[src/tape_status_map.svh]
`ifndef TAPE_STATUS_MAP_SVH
`define TAPE_STATUS_MAP_SVH
// ----------------------------------------
// Register offsets (byte addresses from the board base)
// ----------------------------------------
`define OFS_CMD_PTR_LOW 4'h0
`define OFS_CMD_PTR_HIGH 4'h2
`define OFS_MAJOR_STATUS 4'h2
// ----------------------------------------
// Major status word bit positions
// ----------------------------------------
`define BIT_SPECIAL 15
`define BIT_SANITY 13
`define BIT_REFUSED 12
`define BIT_BUS_ERR 11
`define BIT_NEED_BUF 10
`define BIT_READY 7
`define BIT_OFFLINE 6
`define FLD_FATAL_HI 5
`define FLD_FATAL_LO 4
`define FLD_TERM_HI 3
`define FLD_TERM_LO 1
// ----------------------------------------
// High pointer write: initialize bit and address field
// ----------------------------------------
`define BIT_INIT_REQ 15
`define FLD_PTR_HI_HI 7
`define FLD_PTR_HI_LO 0
// ----------------------------------------
// Extended status word bit positions
// ----------------------------------------
`define XB_TAPE_MARK 15
`define XB_SHORT 14
`define XB_LOGICAL_END 13
`define XB_LONG 12
`define XB_WLOCK_ERR 11
`define XB_NONEXEC 10
`define XB_ILL_CMD 9
`define XB_ILL_ADDR 8
`define XB_MOVING 7
`define XB_ONLINE 6
`define XB_INT_EN 5
`define XB_VOL_CHECK 4
`define XB_WLOCKED 2
`define XB_BEG 1
`define XB_END 0
// ----------------------------------------
// Reset values and constant codes
// ----------------------------------------
`define CL_ZERO 3'h0
`define FT_ZERO 2'h0
`define FT_DIAG_FAIL 2'h0
`define PTR_HI_RESET 8'h00
`define WORD_ZERO 16'h0000
`endif

[src/tape_status_pkg.sv]
`default_nettype none
package tape_status_pkg;
    // Termination class codes
    typedef enum logic [2:0] {
        CL_NORMAL = 3'b000,
        CL_ATTENTION = 3'b001,
        CL_STATUS_ALERT = 3'b010,
        CL_FUNC_REJECT = 3'b011,
        CL_RECOV_DOWN = 3'b100,
        CL_RECOV_STILL = 3'b101,
        CL_UNRECOV = 3'b110,
        CL_FATAL = 3'b111
    } term_class_e;

    // Controller sequencing states
    typedef enum logic [1:0] {
        ST_DIAG = 2'b00,
        ST_IDLE = 2'b01,
        ST_BUSY = 2'b10,
        ST_DEAD = 2'b11
    } ctrl_state_e;
endpackage : tape_status_pkg
`default_nettype wire

[src/tape_ctrl_status_register.sv]
`include "tape_status_map.svh"
// What this block does
// - Read-only status word at offset two
// - Special condition on error or exception; init clears
// - Refused write or bus error also sets special
// - Bits 14, 9, 8 read zero
// - Sanity error: no message, class seven
// - Pointer write while not ready is refused
// - DMA bus error sets memory flag
// - Need-buffer set by init, cleared by setup
// - Need-buffer rejects other commands, class three
// - Ready when idle; low pointer write clears
// - Init clears ready; diagnostics pass sets it
// - Offline flag updated only at completion
// - Offline gives attention or nonexecutable reject; here reject only, at a class-zero non-setup completion
// - Fatal class valid only with class seven
// - Fatal zero: diagnostic failure, refuse until init
// - Class codes: normal, attention, alert, reject
// - Class codes four to seven: error kinds
// - Extended word written at completion and attention
// - Extended word bit layout fixed order
// - High pointer bit 15 forces initialize
`default_nettype none
module tape_ctrl_status_register #(
    parameter int DATA_W = 16
) (
    clk_sys,
    reset_n,
    bus_addr,
    bus_wdata,
    bus_write,
    bus_read,
    bus_rdata,
    diag_done,
    diag_pass,
    sanity_fault,
    dma_bus_error,
    cmd_done,
    cmd_is_setup,
    cmd_buf_addr_ok,
    cmd_term_class,
    cmd_exception,
    attention_event,
    tape_mark_seen,
    record_short,
    logical_end,
    record_long,
    write_lock_error,
    illegal_command,
    illegal_address,
    tape_moving,
    transport_online,
    interrupt_enable,
    volume_check,
    write_locked,
    beginning_of_tape,
    end_of_tape_marker,
    cmd_start,
    cmd_pointer,
    init_pulse,
    msg_write,
    msg_word_index,
    extended_tape_status_word0
);
    input wire logic clk_sys; // System clock
    input wire logic reset_n; // Synchronous reset, active low
    input wire logic [3:0] bus_addr; // Byte offset from base
    input wire logic [DATA_W-1:0] bus_wdata; // Host write data
    input wire logic bus_write; // Write strobe, one cycle
    input wire logic bus_read; // Read strobe
    output logic [DATA_W-1:0] bus_rdata; // Registered read data
    input wire logic diag_done; // Diagnostics finished pulse
    input wire logic diag_pass; // Diagnostics result
    input wire logic sanity_fault; // Internal error pulse
    input wire logic dma_bus_error; // DMA ended in bus error
    input wire logic cmd_done; // Command completion pulse
    input wire logic cmd_is_setup; // Completed command was buffer setup
    input wire logic cmd_buf_addr_ok; // Setup supplied a valid address
    input wire logic [2:0] cmd_term_class; // Class from executor
    input wire logic cmd_exception; // Exception without class
    input wire logic attention_event; // Attention report pulse
    input wire logic tape_mark_seen; // Live extended status inputs
    input wire logic record_short;
    input wire logic logical_end;
    input wire logic record_long;
    input wire logic write_lock_error;
    input wire logic illegal_command;
    input wire logic illegal_address;
    input wire logic tape_moving;
    input wire logic transport_online;
    input wire logic interrupt_enable;
    input wire logic volume_check;
    input wire logic write_locked;
    input wire logic beginning_of_tape;
    input wire logic end_of_tape_marker;
    output logic cmd_start; // Accepted command pointer pulse
    output logic [23:0] cmd_pointer; // Full 24-bit command pointer
    output logic init_pulse; // Initialize pulse to controller
    output logic msg_write; // Message word store pulse
    output logic [1:0] msg_word_index; // Word index in message buffer
    output logic [DATA_W-1:0] extended_tape_status_word0; // Stored word

    // ----------------------------------------
    // Internal state
    // ----------------------------------------
    tape_status_pkg::ctrl_state_e state; // Sequencer state
    logic special_condition; // Sticky summary flag
    logic sanity_check_error; // Internal error flag
    logic register_write_refused; // Refused pointer write
    logic bus_error_nonexistent_memory; // DMA bus error flag
    logic need_msg_buffer_addr; // No message buffer yet
    logic transport_offline; // Snapshot at completion
    logic [1:0] fatal_class; // Fatal code
    logic [2:0] termination_class; // Last class
    logic [7:0] ptr_high; // High pointer bits
    logic [DATA_W-1:0] next_xst; // Extended word being built
    logic [2:0] next_class; // Effective class of a completion
    logic wr_low; // Low pointer write decode
    logic wr_high; // High pointer write decode
    logic init_req; // Initialize request decode
    logic refuse; // Pointer write while not ready
    logic subsystem_ready; // Ready decode from state

    // ----------------------------------------
    // Bus decode
    // ----------------------------------------
    assign wr_low = bus_write && (bus_addr == `OFS_CMD_PTR_LOW);
    assign wr_high = bus_write && (bus_addr == `OFS_CMD_PTR_HIGH);
    assign init_req = wr_high && bus_wdata[`BIT_INIT_REQ];
    assign subsystem_ready = (state == tape_status_pkg::ST_IDLE);
    assign refuse = (wr_low || (wr_high && !init_req)) && !subsystem_ready;

    // ----------------------------------------
    // Effective termination class
    // ----------------------------------------
    // Reject overrides executor result while buffer is missing
    always_comb begin
        next_class = cmd_term_class;
        if (need_msg_buffer_addr && !cmd_is_setup) begin
            next_class = tape_status_pkg::CL_FUNC_REJECT;
        end else if (!cmd_is_setup && !transport_online && cmd_term_class == `CL_ZERO) begin
            next_class = tape_status_pkg::CL_FUNC_REJECT;
        end
    end

    // ----------------------------------------
    // Extended status word assembly
    // ----------------------------------------
    // Extended word layout
    always_comb begin
        next_xst = `WORD_ZERO;
        next_xst[`XB_TAPE_MARK] = tape_mark_seen;
        next_xst[`XB_SHORT] = record_short;
        next_xst[`XB_LOGICAL_END] = logical_end;
        next_xst[`XB_LONG] = record_long;
        next_xst[`XB_WLOCK_ERR] = write_lock_error;
        // Offline at a non-setup completion counts as nonexecutable; missing buffer does not
        next_xst[`XB_NONEXEC] = !transport_online && cmd_done && !cmd_is_setup;
        next_xst[`XB_ILL_CMD] = illegal_command;
        next_xst[`XB_ILL_ADDR] = illegal_address;
        next_xst[`XB_MOVING] = tape_moving;
        next_xst[`XB_ONLINE] = transport_online;
        next_xst[`XB_INT_EN] = interrupt_enable;
        next_xst[`XB_VOL_CHECK] = volume_check;
        next_xst[`XB_WLOCKED] = write_locked;
        next_xst[`XB_BEG] = beginning_of_tape;
        next_xst[`XB_END] = end_of_tape_marker;
    end

    // ----------------------------------------
    // Sequencer
    // ----------------------------------------
    // Diagnostics after init, then idle/busy; fatal parks in dead
    always_ff @(posedge clk_sys) begin
        if (!reset_n || init_req) begin
            state <= tape_status_pkg::ST_DIAG;
        end else begin
            case (state)
                tape_status_pkg::ST_DIAG: begin
                    if (diag_done) begin
                        state <= diag_pass ? tape_status_pkg::ST_IDLE : tape_status_pkg::ST_DEAD;
                    end
                end
                tape_status_pkg::ST_IDLE: begin
                    if (sanity_fault) begin
                        state <= tape_status_pkg::ST_DEAD;
                    end else if (wr_low) begin
                        state <= tape_status_pkg::ST_BUSY;
                    end
                end
                tape_status_pkg::ST_BUSY: begin
                    if (sanity_fault) begin
                        state <= tape_status_pkg::ST_DEAD;
                    end else if (cmd_done) begin
                        state <= tape_status_pkg::ST_IDLE;
                    end
                end
                tape_status_pkg::ST_DEAD: state <= tape_status_pkg::ST_DEAD;
                default: state <= tape_status_pkg::ST_DIAG;
            endcase
        end
    end

    // ----------------------------------------
    // Command pointer and start
    // ----------------------------------------
    // Refused writes never reach the pointer
    always_ff @(posedge clk_sys) begin
        if (!reset_n || init_req) begin
            ptr_high <= `PTR_HI_RESET;
            cmd_pointer <= {`PTR_HI_RESET, `WORD_ZERO};
            cmd_start <= 1'b0;
            init_pulse <= !reset_n ? 1'b0 : 1'b1;
        end else begin
            init_pulse <= 1'b0;
            cmd_start <= 1'b0;
            if (wr_high && subsystem_ready) begin
                ptr_high <= bus_wdata[`FLD_PTR_HI_HI:`FLD_PTR_HI_LO];
            end
            if (wr_low && subsystem_ready) begin
                cmd_pointer <= {ptr_high, bus_wdata[15:0]};
                cmd_start <= 1'b1;
            end
        end
    end

    // ----------------------------------------
    // Error flags
    // ----------------------------------------
    // Sticky until initialize; init wins over an event in the same cycle
    always_ff @(posedge clk_sys) begin
        if (!reset_n || init_req) begin
            register_write_refused <= 1'b0;
            bus_error_nonexistent_memory <= 1'b0;
            sanity_check_error <= 1'b0;
        end else begin
            if (refuse) begin
                register_write_refused <= 1'b1;
            end
            if (dma_bus_error) begin
                bus_error_nonexistent_memory <= 1'b1;
            end
            if (sanity_fault || (state == tape_status_pkg::ST_DIAG && diag_done && !diag_pass)) begin
                sanity_check_error <= 1'b1;
            end
        end
    end

    // ----------------------------------------
    // Special condition, classes and offline
    // ----------------------------------------
    always_ff @(posedge clk_sys) begin
        if (!reset_n || init_req) begin
            special_condition <= 1'b0;
            termination_class <= `CL_ZERO;
            fatal_class <= `FT_ZERO;
            transport_offline <= 1'b0;
        end else if (sanity_fault || (state == tape_status_pkg::ST_DIAG && diag_done && !diag_pass)) begin
            special_condition <= 1'b1;
            termination_class <= tape_status_pkg::CL_FATAL;
            fatal_class <= `FT_DIAG_FAIL;
        end else begin
            if (refuse || dma_bus_error) begin
                special_condition <= 1'b1;
            end
            if (state == tape_status_pkg::ST_BUSY && cmd_done) begin
                termination_class <= next_class;
                fatal_class <= `FT_ZERO;
                transport_offline <= !transport_online;
                if (next_class != `CL_ZERO || cmd_exception || dma_bus_error) begin
                    special_condition <= 1'b1;
                end
            end else if (attention_event && state != tape_status_pkg::ST_DEAD) begin
                termination_class <= tape_status_pkg::CL_ATTENTION;
                special_condition <= 1'b1;
            end
        end
    end

    // ----------------------------------------
    // Need buffer flag
    // ----------------------------------------
    always_ff @(posedge clk_sys) begin
        if (!reset_n || init_req) begin
            need_msg_buffer_addr <= 1'b1;
        end else if (state == tape_status_pkg::ST_BUSY && cmd_done && cmd_is_setup && cmd_buf_addr_ok) begin
            need_msg_buffer_addr <= 1'b0;
        end
    end

    // ----------------------------------------
    // Message buffer store
    // ----------------------------------------
    // Word four (index 3) of the message buffer; suppressed on sanity error
    always_ff @(posedge clk_sys) begin
        if (!reset_n || init_req) begin
            msg_write <= 1'b0;
            msg_word_index <= 2'h0;
            extended_tape_status_word0 <= `WORD_ZERO;
        end else begin
            msg_write <= 1'b0;
            if (((state == tape_status_pkg::ST_BUSY && cmd_done) || attention_event)
                && !sanity_fault && !sanity_check_error && !need_msg_buffer_addr) begin
                msg_write <= 1'b1;
                msg_word_index <= 2'h3;
                extended_tape_status_word0 <= next_xst;
            end
        end
    end

    // ----------------------------------------
    // Register read
    // ----------------------------------------
    // Read-only status word
    always_ff @(posedge clk_sys) begin
        if (!reset_n) begin
            bus_rdata <= `WORD_ZERO;
        end else if (bus_read && bus_addr == `OFS_MAJOR_STATUS) begin
            bus_rdata <= `WORD_ZERO;
            bus_rdata[`BIT_SPECIAL] <= special_condition;
            bus_rdata[`BIT_SANITY] <= sanity_check_error;
            bus_rdata[`BIT_REFUSED] <= register_write_refused;
            bus_rdata[`BIT_BUS_ERR] <= bus_error_nonexistent_memory;
            bus_rdata[`BIT_NEED_BUF] <= need_msg_buffer_addr;
            bus_rdata[`BIT_READY] <= subsystem_ready;
            bus_rdata[`BIT_OFFLINE] <= transport_offline;
            bus_rdata[`FLD_FATAL_HI:`FLD_FATAL_LO] <=
                (special_condition && termination_class == tape_status_pkg::CL_FATAL) ? fatal_class : `FT_ZERO;
            bus_rdata[`FLD_TERM_HI:`FLD_TERM_LO] <= termination_class;
        end else begin
            // Unmapped or idle reads return zero
            bus_rdata <= `WORD_ZERO;
        end
    end
endmodule : tape_ctrl_status_register
`default_nettype wire

[config.mk]
export PLATFORM = sky130hd
export DESIGN_NAME = tape_ctrl_status_register
export DESIGN_NICKNAME = d
export VERILOG_FILES = /design/src/tape_status_pkg.sv /design/src/tape_ctrl_status_register.sv
export VERILOG_INCLUDE_DIRS = /design/src /design/src/src
export SDC_FILE = /design/constraint.sdc
export NUM_CORES = 1
export LEC_CHECK = 0
export ABC_AREA = 1
export BUFFER_PORTS_ARGS = -buffer_cell sky130_fd_sc_hd__clkbuf_2
export CAP_MARGIN = 30
export CORE_MARGIN = 2
export CORE_UTILIZATION = 48
export DETAILED_ROUTE_END_ITERATION = 10
export PLACE_DENSITY = 0.77
export SLEW_MARGIN = 5
export SYNTH_ARGS = -nofsm -noshare
export SYNTH_HDL_FRONTEND = slang
export SYNTH_SLANG_ARGS = --single-unit
[constraint.sdc]
create_clock -name clk_sys -period 1.8 [get_ports clk_sys]
set_input_delay 0.18 -clock clk_sys [delete_from_list [all_inputs] [get_ports clk_sys]]
set_output_delay 0.18 -clock clk_sys [all_outputs]
set_load 0.01 [all_outputs]
# After elaboration in Yosys (flattened, before gate mapping)
# Cells that the tools add are included.
dict set report word_totals {
  ff_bits 76
  inputBits 50
  output_inout_bits 61
  wordCells 92
}
dict set report op_classes {
  n_eq_ne 8
  mux 20
  bitwise 1
  n_reduce_logical 46
}
# cell count
set op_table {}
lappend op_table {{1-bit logical AND} 22}
lappend op_table {{3-bit 2-to-1 mux} 5}
lappend op_table {{2-bit 2-to-1 mux} 6}
lappend op_table {{1-bit zero test} 9}
lappend op_table {{1-bit 2-to-1 mux} 8}
lappend op_table {{2-bit case mux with 4 select lines} 1}
lappend op_table {{1-bit logical OR} 7}
lappend op_table {{3-bit != test (second input constant)} 2}
lappend op_table {{3-bit nonzero test} 2}
lappend op_table {{2-bit equality test (second input constant)} 2}
lappend op_table {{4-bit by 2-bit equality test with 1-bit output (second input constant)} 1}
lappend op_table {{4-bit zero test} 1}
lappend op_table {{2-bit != test (second input constant)} 2}
lappend op_table {{2-bit AND reduction} 2}
lappend op_table {{3-bit zero test} 1}
lappend op_table {{3-bit AND reduction} 1}
lappend op_table {{2-bit by 1-bit equality test with 1-bit output (second input constant)} 1}
lappend op_table {{2-bit zero test} 1}
lappend op_table {{1-bit NOT} 1}

# Longest topological paths before layout
dict set report logic_depth {
  ltp_word 12
  depth_mapped 9
  ltp_nobuf 8
}

# Worst setup path before layout
# Ideal clock, no wire load.
dict set report synth_timing {
  kind {register to register}
  startpoint {register state[1]}
  endpoint {register cmd_pointer[5]}
  arrival_time_ns 1.157
  setup_slack_ns 0.511
  path_stages_with_launch 9
  n_path_buf 2
  period_less_slack_ns 1.289
  path_cell_list {dfxtp_1 buf_4 nor2_8 inv_4 nor2_8 inv_2 buf_2 nand2_1 a21oi_1}
}
dict set report synth_via {
  elab_chain_cells 2
}
# element line_no
set synth_lines {}
lappend synth_lines {{from (decl)} tape_ctrl_status_register.sv:106} ;# tape_status_pkg::ctrl_state_e state;
lappend synth_lines {{from (signal assigned)} tape_ctrl_status_register.sv:176} ;# state <= tape_status_pkg::ST_DIAG;
lappend synth_lines {{from (signal assigned)} tape_ctrl_status_register.sv:181} ;# state <= diag_pass ? tape_status_pkg::ST_IDLE : tape_status_pkg::ST_DEAD;
lappend synth_lines {{from (signal assigned)} tape_ctrl_status_register.sv:186} ;# state <= tape_status_pkg::ST_DEAD;
lappend synth_lines {{2-bit by 1-bit equality test with 1-bit output} tape_ctrl_status_register.sv:130} ;# assign subsystem_ready = (state == tape_status_pkg::ST_IDLE);
lappend synth_lines {{1-bit logical AND} tape_ctrl_status_register.sv:220} ;# if (wr_low && subsystem_ready) begin
lappend synth_lines {{to (signal assigned)} tape_ctrl_status_register.sv:211} ;# cmd_pointer <= {`PTR_HI_RESET, `WORD_ZERO};
lappend synth_lines {{to (signal assigned)} tape_ctrl_status_register.sv:221} ;# cmd_pointer <= {ptr_high, bus_wdata[15:0]};
lappend synth_lines {{to (decl)} tape_ctrl_status_register.sv:97} ;# output logic [23:0] cmd_pointer;
# No other way between the ends.
# A chain may end at the register's enable or synchronous reset.

# Worst setup path in the final report
dict set report layout_timing {
  startpoint {register state[1]}
  endpoint {register extended_tape_status_word0[4]}
}
dict set report layout_via {
  elab_chain_cells 6
}
# element line_no
set layout_lines {}
lappend layout_lines {{2-bit equality test} tape_ctrl_status_register.sv:302} ;# if (((state == tape_status_pkg::ST_BUSY && cmd_done) || attention_event)
lappend layout_lines {{1-bit logical AND} tape_ctrl_status_register.sv:302}
lappend layout_lines {{1-bit logical OR} tape_ctrl_status_register.sv:302}
lappend layout_lines {{1-bit logical AND (3 in a row)} tape_ctrl_status_register.sv:303} ;# && !sanity_fault && !sanity_check_error && !need_msg_buffer_addr) begin
lappend layout_lines {{to (signal assigned)} tape_ctrl_status_register.sv:299} ;# extended_tape_status_word0 <= `WORD_ZERO;
lappend layout_lines {{to (signal assigned)} tape_ctrl_status_register.sv:306} ;# extended_tape_status_word0 <= next_xst;
lappend layout_lines {{to (decl)} tape_ctrl_status_register.sv:101} ;# output logic [DATA_W-1:0] extended_tape_status_word0;
# No other way between the ends.

==> impl_results.md <==
- Sw frac: between 20% and 30%
- Reg2reg path depth: 6
- Fill count: 513
- Clock transition at path regs: around 0.07 ns
- Commonest non-fill, non-tap cell in the layout: clkbuf_2
- Final net count: 509
- Min Clock Period, post-route: 1.53 ns
- Top Metal Used: met4
- Power Total: 0.00339 W
- LEAKAGE: 1.61 nW
- Top FF cell, synth: dfxtp_1
- Sequential share of the synthesized area: 50.0%
- Die Height: about 80 um
- Startpoint types: flip-flop
- Sw power: 0.000771 W
- Non-Filler Instances: 539
- GRT Util Overall: 21.3%
- Clock sink total: 72
- Root buf cell: clkbuf_8
- Num rows: 28
- Worst min path class: in2reg
- CTS Buf Count: 9
- DRC violations left: 0
- Worst Path Required: 2.02 ns
- Antenna diodes: 0
- Max Fanout on Critical Path: 18
- Post-CTS setup buffer count: 0
- Placer Congestion: 0.847
- IR drop worst, VDD: 0.000572 V
- Total Wirelength: 6690 um
- Ys Warns: 0
- Syn Area/Cell: just over 8 um2
- Dpl cells: around 520
- Mapped Cells: 357
- Initial DRT Pass Iterations: 4
- Per-cell routed wire length: 12.4 um
- CTS H-tree lvls: 3
- Slew Viols, Final: 0
- Vias per cell: 4.95
- Crit share post-route: between 80% and 90%
- Finish-stage setup viols: 0
- Critical Path AT: about 1.8 ns
- Worst Setup End Kind: flip-flop
- Worst Hold End: cmd_pointer[10]
- Yosys cell types: 27
- Synthesized flop and latch total: 72
- Starting Density: 49.3%
- Total number of vias: 2670
- Unrepaired setup endpoints after global routing: no
- Met1 WL: 3080 um
- FFs w/ async S/R, synth: 0%
- Synth area leader: dfxtp_1
- Max-cap check violation count: 0
- Synth-to-Final Area Change: 26.8%
- Commonest cells after routing, fill and taps aside: clkbuf_2, nand2_1, dfxtp_1
- Global-route wire length before repair: 10900 um
- Core ar.: 5850 um2
- Largest net degree at the start of global routing: 36
- Initial antenna violation count: 0
- Clock Skew: 0.00536 ns
- Die area: 6650 um2
- Combinational share of power: under 10%
- Share of cells above drive strength 1: 32.5%
- Post-Syn Area: 2890 um2
- Fmax: 654 MHz
- Sequential share of power: 48.6%
- RR Endpoint: extended_tape_status_word0[4]
- Hold Violations, Final: 0
- Hold Crit Start: bus_wdata[10]
- # IOs: 111
- Drt initial violations: between 150 and 200
- Synth top area cells: dfxtp_1, nand2_1, a21oi_1, nor2_1, o211ai_1
- Clock network power share: 43.2%
- ANT nets after route: 0
- Synth top area share: between 40% and 50%
- Worst reg2reg setup slack: around 0.27 ns
- CP Class: reg2reg
- Hold Buf Count CTS: 0
- Met2 routed WL: 2910 um
- Number of global-route vias before repair: 2436
- Clock buffer depth: 2
- Hold Path Depth: 3
- Cts repair resizes: 0
- Clk_lat worst skew: ~0.34 ns
- TritonCTS clock tree: done
- Status: complete, no violations
- Power density over the cells: approximately 930 nW/um2
- HPWL Detailed: 4810 um
- Post-synth EDFFs: 0
- # port buffers: approximately 100
- Register area: 1440 um2
- CP startpoint: state[1]
- Multi-input logic area: 1190 um2
- Setup TNS: 0 ns
- Routed wl met3: between 600 and 700 um
- Int Pwr: 0.00261 W
- Die W: 81.5 um
- Congestion Overflow GR: 0
- FF-to-FF Start: state[1]
==> cell usage after synthesis (3+ instances only) <==
cell type,count
nand2_1,84
dfxtp_1,72
a21oi_1,48
nor2_1,32
inv_1,25
o211ai_1,14
nand3_1,11
buf_2,10
nand4_1,10
buf_4,9
a21oi_2,8
nand2_2,8
clkbuf_1,4
buf_6,3
o21ai_0,3
==> state kept, by name, indices dropped and copies added (netlist names), 2 cells and up <==
signal and count:
cmd_pointer 24, extended_tape_status_word0 15, bus_rdata 10, ptr_high 8, termination_class 3, state 2
==> layout make-up <==
type,count,share of cell area (%)
flip-flops and latches,72,39.4
multi-input cells,236,32.5
repair buffers,111,16.1
clock buffers,14,4.72
inverters,29,3.11
well taps,75,2.56
clock inverters,2,1.64
==> per-stage QoR <==
stage / utilization [%] / hold WS (ns) / worst slack, ns / instance area [um2]
global route: 62.5 / 0.0600 / 0.131 / 3660
global placement: 58.6 / 0.419 / 0.351 / 3430
floorplan: - / 0.292 / 0.511 / 2910
finish: 62.5 / 0.0698 / 0.271 / 3660
detailed placement: 58.6 / 0.421 / 0.269 / 3430
CTS: 62.5 / 0.0591 / 0.260 / 3660
==> worst max-delay path, cell delays in order (launching register included) <==
cell     delay [ns]
dfxtp_1        0.57
nand3_4        0.16
inv_4          0.20
o21ai_4        0.11
buf_4          0.21
nand2_1        0.08
a21oi_1        0.07
==> power groups by stage <==
stage	Combinational [W]	Clock [W]	Sequential (W)
2_1_floorplan	0.000192	0	0.00167
3_3_place_gp	0.000271	0	0.00168
3_5_place_dp	0.000275	0	0.00168
4_1_cts	0.000278	0.00150	0.00164
5_1_grt	0.000313	0.00157	0.00165
6_report	0.000278	0.00146	0.00164
==> kinds of logic (layout without fill, tap and decap cells) <==
logic type	after synthesis	in the layout	synth area share (%)
other	1	7	0.130
AOI/OAI and AO/OA	75	75	15.7
and+or+nand+nor	154	154	24.5
buffers and inverters	55	156	9.71
DFF	72	72	50.0
==> worst max-delay path by stage <==
stage	cells past startpoint	endpoint	slack, ns
floorplan	8	cmd_pointer[5]	0.51
global placement	7	cmd_pointer[8]	0.35
detailed placement	6	extended_tape_status_word0[4]	0.27
CTS	6	extended_tape_status_word0[4]	0.26
global route	6	cmd_pointer[12]	0.13
finish	6	extended_tape_status_word0[4]	0.27
==> layer usage <==
layer	vias up	GRT usage (%)
met5	-	0
met4	0	8.47
met3	6	7.69
met2	120	33.4
met1	1189	26.5
li1	1355	-
(Power assumes the default switching activity.)
